--- src/dadc_map.svh ---
// register offsets, field positions, reset values and timing counts
`ifndef DADC_MAP_SVH
`define DADC_MAP_SVH
// register offsets
`define DADC_OFS_CHAN_SEL     9'h005
`define DADC_OFS_POWER_MODE   9'h008
`define DADC_OFS_CLOCK_CTRL   9'h009
`define DADC_OFS_CLOCK_DIV    9'h00b
`define DADC_OFS_TEST_MODE    9'h00d
`define DADC_OFS_SELF_TEST    9'h00e
`define DADC_OFS_OUTPUT_MODE  9'h014
`define DADC_OFS_DCO_DELAY    9'h017
`define DADC_OFS_SIG_LOW      9'h024
`define DADC_OFS_SIG_HIGH     9'h025
`define DADC_OFS_SYNC_CTRL    9'h100
// field positions
`define DADC_BIT_CHAN_A       0
`define DADC_BIT_CHAN_B       1
`define DADC_BIT_POWER_DOWN   0
`define DADC_BIT_STANDBY      1
`define DADC_BIT_DCS_ENABLE   0
`define DADC_BIT_PN_LONG_RST  4
`define DADC_BIT_PN_SHORT_RST 5
`define DADC_BIT_ST_ENABLE    0
`define DADC_BIT_ST_RESTART   2
`define DADC_BIT_TRISTATE     4
`define DADC_BIT_INTERLEAVE   5
`define DADC_BIT_DCO_INVERT   7
`define DADC_BIT_SYNC_ENABLE  0
`define DADC_BIT_SYNC_ONESHOT 1
`define DADC_BIT_SYNC_ARMED   2
// reset values
`define DADC_RST_CHAN_SEL     8'h03
`define DADC_RST_CLOCK_CTRL   8'h01
`define DADC_RST_ZERO         8'h00
`define DADC_PN_LONG_SEED     23'h7fffff
`define DADC_PN_SHORT_SEED    9'h1ff
`define DADC_ST_SEED          16'hace1
// timing counts in converter cycles
`define DADC_PIPE_LATENCY     12
`define DADC_SELF_TEST_CYCLES 512
`endif

--- src/dadc_pkg.sv ---
// types shared by the dual converter back end
package dadc_pkg;
	// output coding selected by register or strap
	typedef enum logic [1:0] {
		FMT_OFFSET_BINARY,
		FMT_TWOS_COMPLEMENT,
		FMT_GRAY_CODE,
		FMT_RESERVED
	} dadc_fmt_e;
	// output test patterns
	typedef enum logic [3:0] {
		TP_OFF, TP_MIDSCALE, TP_POS_FULL, TP_NEG_FULL,
		TP_CHECKER, TP_PN_LONG, TP_PN_SHORT, TP_ONE_ZERO
	} dadc_tp_e;
	// self-test sequencer
	typedef enum logic {ST_IDLE, ST_RUN} dadc_st_e;
	// one sample with its over-range flag
	typedef struct packed {
		logic        ovr;
		logic [13:0] word;
	} dadc_smp_s;
	// a sample pair, channel b above channel a
	typedef struct packed {
		dadc_smp_s b;
		dadc_smp_s a;
	} dadc_pair_s;
endpackage

--- src/dadc_back_end.sv ---
// digital back end of a dual 14-bit converter
//
// Contract
// - divider resync on first sync only or on every sync
// - sync pin passes a two-stage synchroniser on the sample clock
// - power-down by bit or pin; outputs high impedance; pin low resumes
// - standby keeps reference powered for faster wake-up
// - reset default: separate output bus per channel
// - interleaved mode sends both channels on a; b high impedance
// - strap: format pin low offset binary, high twos; register adds gray
// - strap: stabiliser pin low disables, high enables stabiliser
// - tristate pin low enables data and data clocks, high floats all
// - bit 4 of output mode floats each channel independently
// - samples appear twelve converter cycles after capture
// - data valid at data clock rising edge, opposite if inverted
// - delay register adds data clock delay; interleaved a rise, b fall
// - offset binary codes, twos inverts msb, over-range flag passes
// - self-test feeds pseudorandom data into datapath for 512 cycles
// - signature of selected channel, channel a when both selected
// - outputs stay connected while the self-test runs
// - self-test start continues or restarts sequence per bit 2
// - output test mode replaces core data before formatting
// - pseudorandom test generators held at seed while reset bit set
// - patterns need the clock; analog input ignored in test modes
// - sync control bits 1 and 2 pick every or first-after-write
// - accepted sync resets divider; ratio one to eight
`timescale 1ns/1ps
`include "dadc_map.svh"
module dadc_back_end #(
	parameter int LATENCY   = `DADC_PIPE_LATENCY,
	parameter int ST_CYCLES = `DADC_SELF_TEST_CYCLES
) (
	// clock and reset
	input  wire logic                 i_clk,
	input  wire logic                 i_rstn,
	// converter core samples, same clock
	input  wire dadc_pkg::dadc_pair_s i_core,
	// device pins, asynchronous
	input  wire logic                 i_sync,
	input  wire logic                 i_power_down_pin,
	input  wire logic                 i_output_tristate_ctrl,
	input  wire logic                 i_format_select_pin,
	input  wire logic                 i_stabilizer_select_pin,
	input  wire logic                 i_strap_mode,
	// register port from the control interface
	input  wire logic                 i_reg_wr,
	input  wire logic [8:0]           i_reg_addr,
	input  wire logic [7:0]           i_reg_wdata,
	output logic      [7:0]           o_reg_rdata,
	// output buses
	output dadc_pkg::dadc_smp_s       o_data_a,
	output dadc_pkg::dadc_smp_s       o_data_b,
	output logic                      o_data_a_oe,
	output logic                      o_data_b_oe,
	output logic                      o_data_clock_out_a,
	output logic                      o_data_clock_out_b,
	output logic                      o_data_clock_out_a_oe,
	output logic                      o_data_clock_out_b_oe,
	// analog control
	output logic                      o_power_down,
	output logic                      o_reference_on,
	output logic                      o_duty_cycle_stabilizer,
	output logic                      o_converter_tick
);
	// elaboration checks on the parameters
	if (LATENCY < 2 || LATENCY > 64) begin : g_bad_latency
		$error("LATENCY out of range");
	end
	if (ST_CYCLES < 2 || ST_CYCLES > 65535) begin : g_bad_cycles
		$error("ST_CYCLES out of range");
	end

	////////////////////////////////////////////////////////////////////
	// functions

	// output coding of an offset binary word
	function automatic logic [13:0] fmt_word(input logic [13:0] w,
			input dadc_pkg::dadc_fmt_e f);
		case (f)
			dadc_pkg::FMT_TWOS_COMPLEMENT: fmt_word = {~w[13], w[12:0]};
			dadc_pkg::FMT_GRAY_CODE:       fmt_word = w ^ {1'b0, w[13:1]};
			default:                       fmt_word = w;
		endcase
	endfunction

	// one step of a fibonacci shift register
	function automatic logic [22:0] pn_step(input logic [22:0] s,
			input logic fb);
		pn_step = {s[21:0], fb};
	endfunction

	////////////////////////////////////////////////////////////////////
	// pin synchronisers

	logic [4:0] pin_s1_ff;
	logic [4:0] pin_s2_ff;
	logic       sync_d_ff;
	// two flops per pin, first stage read only by the second
	always_ff @(posedge i_clk) begin
		if (!i_rstn) begin
			pin_s1_ff <= 5'h00;
			pin_s2_ff <= 5'h00;
			sync_d_ff <= 1'b0;
		end else begin
			pin_s1_ff <= {i_strap_mode, i_stabilizer_select_pin,
				i_format_select_pin, i_output_tristate_ctrl, i_sync};
			pin_s2_ff <= pin_s1_ff;
			sync_d_ff <= pin_s2_ff[0];
		end
	end
	logic sync_pin, tri_pin, fmt_pin, dcs_pin, strap;
	assign sync_pin = pin_s2_ff[0];
	assign tri_pin  = pin_s2_ff[1];
	assign fmt_pin  = pin_s2_ff[2];
	assign dcs_pin  = pin_s2_ff[3];
	assign strap    = pin_s2_ff[4];

	logic power_down_pin_s1_ff, power_down_pin_s2_ff;
	// power-down pin synchroniser
	always_ff @(posedge i_clk) begin
		if (!i_rstn) begin
			power_down_pin_s1_ff <= 1'b0;
			power_down_pin_s2_ff <= 1'b0;
		end else begin
			power_down_pin_s1_ff <= i_power_down_pin;
			power_down_pin_s2_ff <= power_down_pin_s1_ff;
		end
	end

	////////////////////////////////////////////////////////////////////
	// register file

	logic [7:0] chan_sel_ff, power_ff, clk_ctrl_ff, div_ff, test_ff;
	logic [7:0] st_ctrl_ff, out_mode_ff, dco_dly_ff, sync_ctrl_ff;
	logic       tri_a_ff, tri_b_ff;
	logic       sync_accept, st_done;
	logic [15:0] sig_ff;
	logic       wr_chan, wr_st, wr_sync, wr_out;
	assign wr_chan = i_reg_wr && i_reg_addr == `DADC_OFS_CHAN_SEL;
	assign wr_st   = i_reg_wr && i_reg_addr == `DADC_OFS_SELF_TEST;
	assign wr_sync = i_reg_wr && i_reg_addr == `DADC_OFS_SYNC_CTRL;
	assign wr_out  = i_reg_wr && i_reg_addr == `DADC_OFS_OUTPUT_MODE;

	// plain control registers
	always_ff @(posedge i_clk) begin
		if (!i_rstn) begin
			chan_sel_ff <= `DADC_RST_CHAN_SEL;
			power_ff    <= `DADC_RST_ZERO;
			clk_ctrl_ff <= `DADC_RST_CLOCK_CTRL;
			div_ff      <= `DADC_RST_ZERO;
			test_ff     <= `DADC_RST_ZERO;
			out_mode_ff <= `DADC_RST_ZERO;
			dco_dly_ff  <= `DADC_RST_ZERO;
		end else if (i_reg_wr) begin
			case (i_reg_addr)
				`DADC_OFS_CHAN_SEL:    chan_sel_ff <= i_reg_wdata;
				`DADC_OFS_POWER_MODE:  power_ff    <= i_reg_wdata;
				`DADC_OFS_CLOCK_CTRL:  clk_ctrl_ff <= i_reg_wdata;
				`DADC_OFS_CLOCK_DIV:   div_ff      <= i_reg_wdata;
				`DADC_OFS_TEST_MODE:   test_ff     <= i_reg_wdata;
				`DADC_OFS_OUTPUT_MODE: out_mode_ff <= i_reg_wdata;
				`DADC_OFS_DCO_DELAY:   dco_dly_ff  <= i_reg_wdata;
				default: ;
			endcase
		end
	end

	// per-channel three-state bits, written for selected channels
	always_ff @(posedge i_clk) begin
		if (!i_rstn) begin
			tri_a_ff <= 1'b0;
			tri_b_ff <= 1'b0;
		end else if (wr_out) begin
			if (chan_sel_ff[`DADC_BIT_CHAN_A])
				tri_a_ff <= i_reg_wdata[`DADC_BIT_TRISTATE];
			if (chan_sel_ff[`DADC_BIT_CHAN_B])
				tri_b_ff <= i_reg_wdata[`DADC_BIT_TRISTATE];
		end
	end

	// self-test control, enable clears itself when the run ends
	always_ff @(posedge i_clk) begin
		if (!i_rstn)
			st_ctrl_ff <= `DADC_RST_ZERO;
		else if (wr_st)
			st_ctrl_ff <= i_reg_wdata;
		else if (st_done)
			st_ctrl_ff[`DADC_BIT_ST_ENABLE] <= 1'b0;
	end

	// sync control, armed bit set by write and spent by an accepted sync when one-shot bit 1 is set
	always_ff @(posedge i_clk) begin
		if (!i_rstn)
			sync_ctrl_ff <= `DADC_RST_ZERO;
		else if (wr_sync)
			sync_ctrl_ff <= i_reg_wdata | (8'h01 << `DADC_BIT_SYNC_ARMED);
		else if (sync_accept && sync_ctrl_ff[`DADC_BIT_SYNC_ONESHOT])
			sync_ctrl_ff[`DADC_BIT_SYNC_ARMED] <= 1'b0;
	end

	// read-back, tristate shows channel a when selected, else b
	logic [7:0] nxt_rdata;
	always_comb begin
		case (i_reg_addr)
			`DADC_OFS_CHAN_SEL:    nxt_rdata = chan_sel_ff;
			`DADC_OFS_POWER_MODE:  nxt_rdata = power_ff;
			`DADC_OFS_CLOCK_CTRL:  nxt_rdata = clk_ctrl_ff;
			`DADC_OFS_CLOCK_DIV:   nxt_rdata = div_ff;
			`DADC_OFS_TEST_MODE:   nxt_rdata = test_ff;
			`DADC_OFS_SELF_TEST:   nxt_rdata = st_ctrl_ff;
			`DADC_OFS_OUTPUT_MODE: begin
				nxt_rdata = out_mode_ff;
				nxt_rdata[`DADC_BIT_TRISTATE] =
					chan_sel_ff[`DADC_BIT_CHAN_A] ? tri_a_ff : tri_b_ff;
			end
			`DADC_OFS_DCO_DELAY:   nxt_rdata = dco_dly_ff;
			`DADC_OFS_SIG_LOW:     nxt_rdata = sig_ff[7:0];
			`DADC_OFS_SIG_HIGH:    nxt_rdata = sig_ff[15:8];
			`DADC_OFS_SYNC_CTRL:   nxt_rdata = sync_ctrl_ff;
			default:               nxt_rdata = 8'h00;
		endcase
	end
	always_ff @(posedge i_clk) begin
		if (!i_rstn)
			o_reg_rdata <= 8'h00;
		else
			o_reg_rdata <= nxt_rdata;
	end

	////////////////////////////////////////////////////////////////////
	// clock divider and sync

	logic [2:0] div_cnt_ff;
	logic       tick;
	assign sync_accept = sync_pin && !sync_d_ff
		&& sync_ctrl_ff[`DADC_BIT_SYNC_ENABLE]
		&& (!sync_ctrl_ff[`DADC_BIT_SYNC_ONESHOT]
			|| sync_ctrl_ff[`DADC_BIT_SYNC_ARMED]);
	assign tick = div_cnt_ff == 3'h0;
	// ratio is field plus one, one to eight
	always_ff @(posedge i_clk) begin
		if (!i_rstn)
			div_cnt_ff <= 3'h0;
		else if (sync_accept)
			div_cnt_ff <= 3'h0;
		else if (tick)
			div_cnt_ff <= div_ff[2:0];
		else
			div_cnt_ff <= div_cnt_ff - 3'h1;
	end
	always_ff @(posedge i_clk) begin
		if (!i_rstn)
			o_converter_tick <= 1'b0;
		else
			o_converter_tick <= tick;
	end

	////////////////////////////////////////////////////////////////////
	// power and mode control

	logic pd, standby;
	assign pd      = power_ff[`DADC_BIT_POWER_DOWN] || power_down_pin_s2_ff;
	assign standby = power_ff[`DADC_BIT_STANDBY];
	always_ff @(posedge i_clk) begin
		if (!i_rstn) begin
			o_power_down            <= 1'b0;
			o_reference_on          <= 1'b1;
			o_duty_cycle_stabilizer <= 1'b1;
		end else begin
			o_power_down   <= pd || standby;
			o_reference_on <= !pd;
			o_duty_cycle_stabilizer <= strap ? dcs_pin
				: clk_ctrl_ff[`DADC_BIT_DCS_ENABLE];
		end
	end

	dadc_pkg::dadc_fmt_e fmt;
	assign fmt = strap ? (fmt_pin ? dadc_pkg::FMT_TWOS_COMPLEMENT
		: dadc_pkg::FMT_OFFSET_BINARY)
		: dadc_pkg::dadc_fmt_e'(out_mode_ff[1:0]);

	////////////////////////////////////////////////////////////////////
	// test pattern generators

	logic [22:0] pn_long_ff;
	logic [8:0]  pn_short_ff;
	logic        tog_ff;
	// generators run on every converter cycle, held at seed in reset
	always_ff @(posedge i_clk) begin
		if (!i_rstn) begin
			pn_long_ff  <= `DADC_PN_LONG_SEED;
			pn_short_ff <= `DADC_PN_SHORT_SEED;
			tog_ff      <= 1'b0;
		end else begin
			if (test_ff[`DADC_BIT_PN_LONG_RST])
				pn_long_ff <= `DADC_PN_LONG_SEED;
			else if (tick)
				pn_long_ff <= pn_step(pn_long_ff,
					pn_long_ff[22] ^ pn_long_ff[17]);
			if (test_ff[`DADC_BIT_PN_SHORT_RST])
				pn_short_ff <= `DADC_PN_SHORT_SEED;
			else if (tick)
				pn_short_ff <= {pn_short_ff[7:0],
					pn_short_ff[8] ^ pn_short_ff[4]};
			if (tick)
				tog_ff <= !tog_ff;
		end
	end

	dadc_pkg::dadc_tp_e tp;
	logic [13:0]        tp_word;
	assign tp = dadc_pkg::dadc_tp_e'(test_ff[3:0]);
	// pattern in offset binary, formatted later
	always_comb begin
		case (tp)
			dadc_pkg::TP_MIDSCALE: tp_word = 14'h2000;
			dadc_pkg::TP_POS_FULL: tp_word = 14'h3fff;
			dadc_pkg::TP_NEG_FULL: tp_word = 14'h0000;
			dadc_pkg::TP_CHECKER:  tp_word = tog_ff ? 14'h2aaa : 14'h1555;
			dadc_pkg::TP_PN_LONG:  tp_word = pn_long_ff[13:0];
			dadc_pkg::TP_PN_SHORT: tp_word = {pn_short_ff, pn_short_ff[4:0]};
			dadc_pkg::TP_ONE_ZERO: tp_word = {14{tog_ff}};
			default:               tp_word = 14'h0000;
		endcase
	end

	////////////////////////////////////////////////////////////////////
	// self-test

	dadc_pkg::dadc_st_e st_state_ff;
	logic [15:0] st_cnt_ff, st_lfsr_ff, misr_ff;
	logic        st_start;
	assign st_start = st_state_ff == dadc_pkg::ST_IDLE
		&& st_ctrl_ff[`DADC_BIT_ST_ENABLE];
	assign st_done = st_state_ff == dadc_pkg::ST_RUN && tick
		&& st_cnt_ff == 16'(ST_CYCLES - 1);

	// sequencer, counts converter cycles then stops
	always_ff @(posedge i_clk) begin
		if (!i_rstn) begin
			st_state_ff <= dadc_pkg::ST_IDLE;
			st_cnt_ff   <= 16'h0000;
		end else begin
			case (st_state_ff)
				dadc_pkg::ST_IDLE: if (st_start) begin
					st_state_ff <= dadc_pkg::ST_RUN;
					st_cnt_ff   <= 16'h0000;
				end
				dadc_pkg::ST_RUN: if (st_done)
					st_state_ff <= dadc_pkg::ST_IDLE;
				else if (tick)
					st_cnt_ff <= st_cnt_ff + 16'h0001;
				default: st_state_ff <= dadc_pkg::ST_IDLE;
			endcase
		end
	end

	logic st_run;
	assign st_run = st_state_ff == dadc_pkg::ST_RUN;
	// source continues across runs unless restart bit is set
	always_ff @(posedge i_clk) begin
		if (!i_rstn)
			st_lfsr_ff <= `DADC_ST_SEED;
		else if (st_start && st_ctrl_ff[`DADC_BIT_ST_RESTART])
			st_lfsr_ff <= `DADC_ST_SEED;
		else if (st_run && tick)
			st_lfsr_ff <= {st_lfsr_ff[14:0], st_lfsr_ff[15]
				^ st_lfsr_ff[14] ^ st_lfsr_ff[12] ^ st_lfsr_ff[3]};
	end

	////////////////////////////////////////////////////////////////////
	// datapath: source select, pipeline, formatting

	dadc_pkg::dadc_pair_s src;
	logic st_a, st_b;
	assign st_a = st_run && chan_sel_ff[`DADC_BIT_CHAN_A];
	assign st_b = st_run && chan_sel_ff[`DADC_BIT_CHAN_B];
	// test modes cut the core off, so analog input is ignored
	always_comb begin
		src = i_core;
		if (tp != dadc_pkg::TP_OFF) begin
			src.a = '{ovr: 1'b0, word: tp_word};
			src.b = '{ovr: 1'b0, word: tp_word};
		end
		if (st_a)
			src.a = '{ovr: 1'b0, word: st_lfsr_ff[13:0]};
		if (st_b)
			src.b = '{ovr: 1'b0, word: st_lfsr_ff[13:0]};
	end

	// signature compacts the formatted word of the chosen channel
	dadc_pkg::dadc_smp_s sig_src;
	assign sig_src = chan_sel_ff[`DADC_BIT_CHAN_A] ? src.a : src.b;
	always_ff @(posedge i_clk) begin
		if (!i_rstn) begin
			misr_ff <= 16'h0000;
			sig_ff  <= 16'h0000;
		end else begin
			if (st_start)
				misr_ff <= 16'h0000;
			else if (st_run && tick)
				misr_ff <= {misr_ff[14:0], misr_ff[15] ^ misr_ff[13]}
					^ {2'b00, fmt_word(sig_src.word, fmt)};
			if (st_done)
				sig_ff <= misr_ff;
		end
	end

	// latency stages ahead of the output register
	dadc_pkg::dadc_pair_s pipe_ff [LATENCY];
	always_ff @(posedge i_clk) begin
		if (!i_rstn) begin
			for (int i = 0; i < LATENCY; i++)
				pipe_ff[i] <= '0;
		end else if (tick) begin
			pipe_ff[0] <= src;
			for (int i = 1; i < LATENCY; i++)
				pipe_ff[i] <= pipe_ff[i-1];
		end
	end

	dadc_pkg::dadc_pair_s last;
	logic                 ilv, phase_ff;
	assign last = pipe_ff[LATENCY-1];
	assign ilv  = out_mode_ff[`DADC_BIT_INTERLEAVE];

	// interleaved words alternate a then b on the a bus
	always_ff @(posedge i_clk) begin
		if (!i_rstn)
			phase_ff <= 1'b0;
		else if (!ilv)
			phase_ff <= 1'b0;
		else if (tick)
			phase_ff <= !phase_ff;
	end

	// output register, updated after each converter edge
	always_ff @(posedge i_clk) begin
		if (!i_rstn) begin
			o_data_a <= '0;
			o_data_b <= '0;
		end else if (tick) begin
			if (ilv && phase_ff)
				o_data_a <= '{ovr: last.b.ovr,
					word: fmt_word(last.b.word, fmt)};
			else
				o_data_a <= '{ovr: last.a.ovr,
					word: fmt_word(last.a.word, fmt)};
			o_data_b <= '{ovr: last.b.ovr,
				word: fmt_word(last.b.word, fmt)};
		end
	end

	////////////////////////////////////////////////////////////////////
	// data clocks and output enables

	logic       dco_base_ff;
	logic [7:0] dco_sr_ff;
	logic       dco_pol;
	// base clock toggles once per word, at each word update
	always_ff @(posedge i_clk) begin
		if (!i_rstn) begin
			dco_base_ff <= 1'b0;
			dco_sr_ff   <= 8'h00;
		end else begin
			if (tick)
				dco_base_ff <= !dco_base_ff;
			dco_sr_ff <= {dco_sr_ff[6:0], dco_base_ff};
		end
	end
	// delay taps the shift line, polarity flips the valid edge
	assign dco_pol = dco_sr_ff[dco_dly_ff[2:0]]
		^ dco_dly_ff[`DADC_BIT_DCO_INVERT];

	logic quiet;
	assign quiet = tri_pin || pd || standby;
	// outputs stay live during self-test, only pins and bits float them
	always_ff @(posedge i_clk) begin
		if (!i_rstn) begin
			o_data_clock_out_a    <= 1'b0;
			o_data_clock_out_b    <= 1'b0;
			o_data_a_oe           <= 1'b0;
			o_data_b_oe           <= 1'b0;
			o_data_clock_out_a_oe <= 1'b0;
			o_data_clock_out_b_oe <= 1'b0;
		end else begin
			o_data_clock_out_a    <= dco_pol;
			o_data_clock_out_b    <= dco_pol;
			o_data_a_oe           <= !quiet && !tri_a_ff;
			o_data_clock_out_a_oe <= !quiet && !tri_a_ff;
			o_data_b_oe           <= !quiet && !tri_b_ff && !ilv;
			o_data_clock_out_b_oe <= !quiet && !tri_b_ff && !ilv;
		end
	end

endmodule // dadc_back_end

--- config.mk ---
export PLATFORM = sky130hd
export DESIGN_NAME = dadc_back_end
export DESIGN_NICKNAME = d
export VERILOG_FILES = /design/src/dadc_pkg.sv /design/src/dadc_back_end.sv
export VERILOG_INCLUDE_DIRS = /design/src
export SDC_FILE = /design/constraint.sdc
export NUM_CORES = 1
export LEC_CHECK = 0
export ABC_AREA = 1
export BUFFER_PORTS_ARGS = -buffer_cell sky130_fd_sc_hd__buf_2
export CORE_ASPECT_RATIO = 1.1
export CORE_MARGIN = 10
export CORE_UTILIZATION = 48
export DETAILED_ROUTE_END_ITERATION = 7
export PLACE_DENSITY = 0.68
export SLEW_MARGIN = 10
export SYNTH_ARGS = -nofsm -noshare
export SYNTH_HDL_FRONTEND = slang
export SYNTH_SLANG_ARGS = --single-unit
--- constraint.sdc ---
create_clock -name i_clk -period 12.3 [get_ports i_clk]
set_clock_uncertainty 0.1 [all_clocks]
set_input_delay 1.845 -clock i_clk [delete_from_list [all_inputs] [get_ports i_clk]]
set_output_delay 1.845 -clock i_clk [all_outputs]
set_load 0.02 [all_outputs]
==> results of run 1 <==
==> stage by stage <==
| step | total power, W | area (um2) | util, % |
|---|---|---|---|
| floorplan | 0.00424 | 25400 | - |
| global placement | 0.00439 | 26400 | 50.4 |
| detailed placement | 0.00445 | 26400 | 50.4 |
| CTS | 0.00629 | 28400 | 54.1 |
| global route | 0.00659 | 28400 | 54.1 |
| finish | 0.00622 | 28400 | 54.1 |
==> placed cells by master (no fill, tap or decap), types with 4 or more instances in the layout <==
cell,instances
a211oi_1,19
clkinv_2,7
edfxtp_1,360
clkbuf_16,60
dfxtp_1,242
o211ai_1,23
o21ai_0,149
nand3b_1,12
nand2_1,454
nor2_2,5
ha_1,5
nor4_1,8
nand3_1,155
clkinvlp_4,4
clkbuf_1,15
nand4_1,21
o21a_1,4
nor2_1,426
buf_2,102
clkinv_1,8
xor2_1,7
inv_1,551
a32o_1,13
xnor2_1,8
a221oi_1,15
buf_4,17
clkbuf_8,5
nor3_1,30
bufinv_16,6
a21oi_1,136
o22ai_1,23
==> power groups by stage <==
stage                     sequential [W]  combinational (W)  clock (W)
after floorplan                  0.00338           0.000856          0
after global placement           0.00326            0.00113          0
after detailed placement         0.00327            0.00117          0
after CTS                        0.00324            0.00118    0.00187
after global routing             0.00330            0.00134    0.00195
final                            0.00323            0.00116    0.00183
==> per-layer routing <==
| layer | share of wire (%) | wire length, um | track usage, % |
|---|---|---|---|
| met3 | 7.4 | 4200 | 4.51 |
| met5 | 0 | 0 | 0 |
| met2 | 48 | 26900 | 29.9 |
| met1 | 42 | 23600 | 22.0 |
| met4 | 2.9 | 1650 | 5.96 |
==> kinds of logic after synthesis <==
kind of cell               Yosys count
AOI/OAI and AO/OA                  398
xor gates and xnor gates            15
adders and majority gates            5
buffers and inverters              671
DFF                                602
and+or+nand+nor                   1125
==> worst max path at each step <==
stage | slack (ns) | end
final | 7.04 | pipe_ff[2][54]
after global routing | 6.58 | pipe_ff[2][38]
after CTS | 6.98 | pipe_ff[0][80]
after detailed placement | 6.65 | pipe_ff[2][54]
after global placement | 6.75 | pipe_ff[2][51]
after floorplan | 2.31 | pipe_ff[0][0]
==> critical path, cell delays in order, from the launching register on <==
cell and delay [ns]:
dfxtp_1 0.30, inv_1 0.09, ha_1 0.17, nand2_2 0.45, inv_1 0.96, nor2_2 0.03
buf_4 0.29, inv_8 0.51, buf_4 0.80, buf_4 0.89
==> final cells by class <==
| type | instances | area, um2 | share of cell area (%) |
|---|---|---|---|
| clock inverters | 30 | 359 | 1.27 |
| inverters | 556 | 2100 | 7.42 |
| clock buffers | 80 | 1630 | 5.73 |
| well taps | 675 | 845 | 2.98 |
| flip-flops and latches | 602 | 15700 | 55.2 |
| repair buffers | 119 | 638 | 2.25 |
| multi-input cells | 1543 | 7150 | 25.2 |
==> sequential cells by signal, summed over array words and instances (netlist names), 3 cells and up <==
register      cells
pipe_ff         360
pn_long_ff       23
misr_ff          16
sig_ff           16
st_cnt_ff        16
st_lfsr_ff       16
o_data_a         15
o_data_b         15
pn_short_ff       9
chan_sel_ff       8
clk_ctrl_ff       8
dco_dly_ff        8
dco_sr_ff         8
div_ff            8
o_reg_rdata       8
power_ff          8
st_ctrl_ff        8
sync_ctrl_ff      8
test_ff           8
out_mode_ff       7
pin_s1_ff         5
pin_s2_ff         5
div_cnt_ff        3
==> summary.txt, run 1 <==
Power
  – Max rail drop VDD: 0.196 mV
  – Int Pwr: 0.00436 W
  – Power per cell area: 219 nW/um2
  – P_sw: 0.00186 W
  – Gate power share: 18.7%
  – Sequential Power Share: 52.0%
  – Sw Share: 29.8%
  – Clk network pwr share: 29.4%
  – Leakage: 12.3 nW

Finish
  – Share of post-route cells with drive strength above 1: 7.82%
  – Inserted Diodes: 0
  – Synth-to-Final Area Change: 11.9%
  – Nets@finish: 2,943
  – Post-route insts no fill: 3,605
  – Fillers: around 4.7k

Floorplanning
  – Full die area: 62,400 um2
  – Die width: 239 um
  – Num ports: 104
  – Row count: 88
  – Initial Utilization: 48.4%
  – Vert. Die Dim: 261 um
  – Core area: 52,400 um2

Placement
  – GPL Wtd Cong: 0.935
  – Pre-CTS setup slack: 6.65 ns
  – Input/output buffers: 103
  – DP Cell Count: 3,495
  – HPWL after DPL: 37,700 um

Synthesis
  – Syn_area_per_cell: 9.01 um2
  – Xor-xnor portion of the synthesized cell area: 0.518%
  – Simple-Gate Fraction of Synth Area: between 10% and 20%
  – Synth Cell Area: 25,400 um2
  – Most area-hungry cell type in the Yosys netlist: edfxtp_1
  – Post-synth cell types: between 40 and 50
  – Post-synth EDFFs: 360
  – Syn nets: roughly 2.9k
  – Synth Area in Adders: 0.247%
  – Synth Area in Compound Gates: a little under a tenth
  – Synth top area share: 42.6%
  – Sequential element share of the synthesized area: 61.7%
  – Top FF cell, synth: edfxtp_1
  – Count leader, synth: inv_1
  – Top cells by area, synth: edfxtp_1, dfxtp_1, inv_1
  – Largest family of logic cells by synthesized area: simple AND/OR/NAND/NOR gates
  – Post-synth ARST share: 0%
  – Synthesized instance count: 2,816
  – Synth warnings: 0
  – Synth cell count leaders: inv_1, nand2_1, nor2_1
  – Flops & latches, synth: 602
  – Post-synthesis mux area share: 0%

CTS
  – Clock Pin Slew Worst Setup and Hold Paths: 0.06 ns
  – Root buffer cell: clkbuf_16
  – H-tree depth: 2
  – CTS Sinks: roughly 600
  – Clock Latency Late Sink: around 0.65 ns
  – CTS Buf Count: 60
  – CTS tree: built
  – Post-CTS sizing: 0
  – Hold-fix buffers, CTS: 0
  – Postcts setup bufs: 0
  – CTS Buffer Depth: 3

Critical path
  – Worst r2r dst: pipe_ff[2][54]
  – R2r worst-path depth: 9
  – Critical Path End Type: flop
  – R2R setup slack: about 7 ns
  – Startpoint Class: flop
  – CP arrival: 5.40 ns
  – Crit path launch: div_cnt_ff[0]
  – WS Path Type: flop to flop
  – WP data required: 12.44 ns
  – Worst Path Max Fanout: ~110
  – FF-to-FF Start: div_cnt_ff[0]

GRT
  – Gr ovfl total: 0
  – Vias in the first global route: 17.7k
  – Initial antenna violation count: 2
  – Largest net degree at the start of global routing: 198
  – Total GRT Usage: between 10% and 20%
  – Wire length of the first global-routing pass: 89,900 um

STA
  – Setup ws final: 7.04 ns
  – RSZ-0062 raised after global routing: false
  – Crit share post-route: between 40% and 50%
  – Worst slew pin tran: 1.21 ns
  – Slew headroom: 18.4%
  – Worst hold slack: roughly 0.31 ns
  – Fin. Hold Viols: 0
  – Max-slew violation count: 0
  – Setup Total Neg Slack: 0 ns
  – Setup Viol. Count Final: 0
  – Period minus WS final: 5.26 ns
  – Fmax: 190 MHz

Status
  – Status: completed

Run
  – Max cap viols: 0

Route
  – Drc violations: 0
  – Post-route ant nets: 0
  – Routed wire per std cell: 15.6 um
  – Vias: 18.5k
  – Final WL: 56,300 um
  – Drt initial violations: approximately 1.6k
  – DRT Pass-1 Iters: 7
  – Via-to-Cell Ratio: 5.13

Hold path
  – Sink of the worst hold path: power_down_pin_s2_ff
  – Hold path depth: 2
  – Worst Hold Class: flop to flop
  – Hold Path Origin: power_down_pin_s1_ff
No activity file was read; power rests on OpenSTA's default activity.
==> run 2: changes to the inputs <==
- ABC_AREA: 1 -> 0
- PLACE_DENSITY: 0.68 -> 0.7
- clock period: 12.3 -> 4.2 ns (I/O delays scaled with it)
==> summary.txt, run 2 <==
Critical path
  – WP data required: 4.60 ns
  – Startpoint Class: flop
  – Critical Path End Type: flop
  – CP arrival: 3.89 ns
  – WS Path Type: flop to flop
  – Worst Path Max Fanout: 13

Floorplanning
  – Die width: 239 um
  – Num ports: 104
  – Initial Utilization: between 40% and 50%
  – Full die area: 62,400 um2
  – Core area: between 50,000 and 60,000 um2
  – Row count: 88
  – Vert. Die Dim: around 260 um

CTS
  – H-tree depth: 2
  – Clock Pin Slew Worst Setup and Hold Paths: ~0.060 ns
  – Hold-fix buffers, CTS: 0
  – CTS tree: built
  – Clock Latency Late Sink: just over 0.6 ns
  – Postcts setup bufs: 0
  – Root buffer cell: clkbuf_16
  – CTS Sinks: 602
  – CTS Buf Count: 60
  – Post-CTS sizing: 0
  – CTS Buffer Depth: 3

Route
  – Vias: 17.6k
  – Drc violations: 0
  – DRT Pass-1 Iters: 7
  – Final WL: about 59,000 um
  – Routed wire per std cell: 19.4 um
  – Drt initial violations: 1,901
  – Post-route ant nets: 0
  – Via-to-Cell Ratio: 5.76

Synthesis
  – Top FF cell, synth: edfxtp_1
  – Post-synthesis mux area share: 1.25%
  – Xor-xnor portion of the synthesized cell area: 0.933%
  – Synth warnings: 0
  – Flops & latches, synth: between 600 and 700
  – Largest family of logic cells by synthesized area: simple AND/OR/NAND/NOR gates
  – Synth Cell Area: 25,300 um2
  – Sequential element share of the synthesized area: 61.8%
  – Synthesized instance count: around 2.3k
  – Synth top area share: 42.7%
  – Syn_area_per_cell: ~11 um2
  – Synth Area in Adders: 0.247%
  – Count leader, synth: edfxtp_1
  – Synth Area in Compound Gates: 10.9%
  – Syn nets: 2,382
  – Post-synth cell types: 90
  – Top cells by area, synth: edfxtp_1, dfxtp_1, and3_1
  – Post-synth EDFFs: 360
  – Most area-hungry cell type in the Yosys netlist: edfxtp_1
  – Synth cell count leaders: edfxtp_1, nand2_1, and3_1
  – Post-synth ARST share: 0%
  – Simple-Gate Fraction of Synth Area: 21.6%

STA
  – Fmax: 286 MHz
  – Crit share post-route: 83.2%
  – Max-slew violation count: 0
  – Worst slew pin tran: roughly 1.2 ns
  – Slew headroom: 23.0%
  – Setup Viol. Count Final: 0
  – RSZ-0062 raised after global routing: false
  – Period minus WS final: 3.49 ns
  – Fin. Hold Viols: 0
  – Setup Total Neg Slack: 0 ns

Finish
  – Biggest register: pipe_ff
  – Post-route insts no fill: 3,060
  – Inserted Diodes: 0
  – Synth-to-Final Area Change: 11.3%
  – Number of flip-flops under the largest register name: 360
  – Share of post-route cells with drive strength above 1: 11.1%
  – Commonest non-fill, non-tap cells in the layout: edfxtp_1, nand2_1, and3_1
  – Nets@finish: between 2k and 2.5k
  – Commonest non-fill, non-tap cell in the layout: edfxtp_1
  – Top flop regs: pipe_ff x360, pn_long_ff x23

Status
  – Status: completed

Power
  – Leakage: 11.5 nW
  – Power per cell area: 627 nW/um2
  – Max rail drop VDD: ~0.4 mV

Placement
  – HPWL after DPL: 37,900 um
  – GPL Wtd Cong: 0.928
  – DP Cell Count: 2,951
  – Input/output buffers: 103

GRT
  – Vias in the first global route: 16.8k
  – Gr ovfl total: 0
  – Largest net degree at the start of global routing: 313
  – Wire length of the first global-routing pass: slightly above 90,000 um
  – Initial antenna violation count: 0
  – Total GRT Usage: between 10% and 20%

Hold path
  – Worst Hold Class: primary input to flop

Run
  – Max cap viols: 0
## run 2: cell families after synthesis
kind of cell	Yosys count
and+or+nand+nor	1060
DFF	602
AOI/OAI and AO/OA	397
buffers and inverters	201
muxes	29
xor gates and xnor gates	27
adders and majority gates	5
## run 2: per-layer routing
layer / GRT usage [%] / vias to the layer above / wire length [um]
li1: - / 8463 / -
met1: 24.9 / 8468 / 26000
met2: 30.1 / 584 / 28000
met3: 3.26 / 112 / 3810
met4: 5.79 / 0 / 1490
met5: 0 / - / 0
## run 2: worst max-delay path: stages (launching register included)
cell	delay [ns]
dfxtp_1	0.76
nand2b_1	0.46
a21oi_1	0.19
o32ai_1	0.83
mux2i_1	0.33
o311ai_1	0.38
mux2i_1	0.25
nand2_1	0.07
## run 2: through the flow
stage | worst slack, ns | area, um2 | hold slack, ns | util (%) | total power (W)
2_1_floorplan | 0.704 | 25400 | 0.302 | - | 0.0116
3_3_place_gp | 0.918 | 26300 | 0.315 | 50.3 | 0.0125
3_5_place_dp | 0.862 | 26300 | 0.321 | 50.3 | 0.0126
4_1_cts | 0.834 | 28200 | 0.0939 | 53.9 | 0.0179
5_1_grt | 0.533 | 28200 | 0.106 | 53.9 | 0.0186
6_report | 0.707 | 28200 | 0.125 | 53.9 | 0.0177
## run 2: layout make-up
type                    count  area, um2
multi-input cells        1518       8890
clock inverters            32        287
inverters                  14       53.8
repair buffers            142        855
clock buffers              77       1630
well taps                 675        845
fillers                  4515      24100
flip-flops and latches    602      15700
## run 2: path summary, 6_finish.rpt
kind / start / end / slack, ns / depth (start not counted)
hold reg to reg: power_down_pin_s2_ff / o_reference_on / 0.34 / 1
setup / recovery: test_ff[3] / misr_ff[11] / 0.71 / 7
setup reg to reg: test_ff[3] / misr_ff[11] / 0.71 / 7
hold / removal: i_stabilizer_select_pin / pin_s1_ff[3] / 0.12 / 2
## run 2: where the power goes
part           switching [W]  internal [W]
clock                0.00220       0.00303
combinational        0.00224       0.00102
sequential          0.000642       0.00857
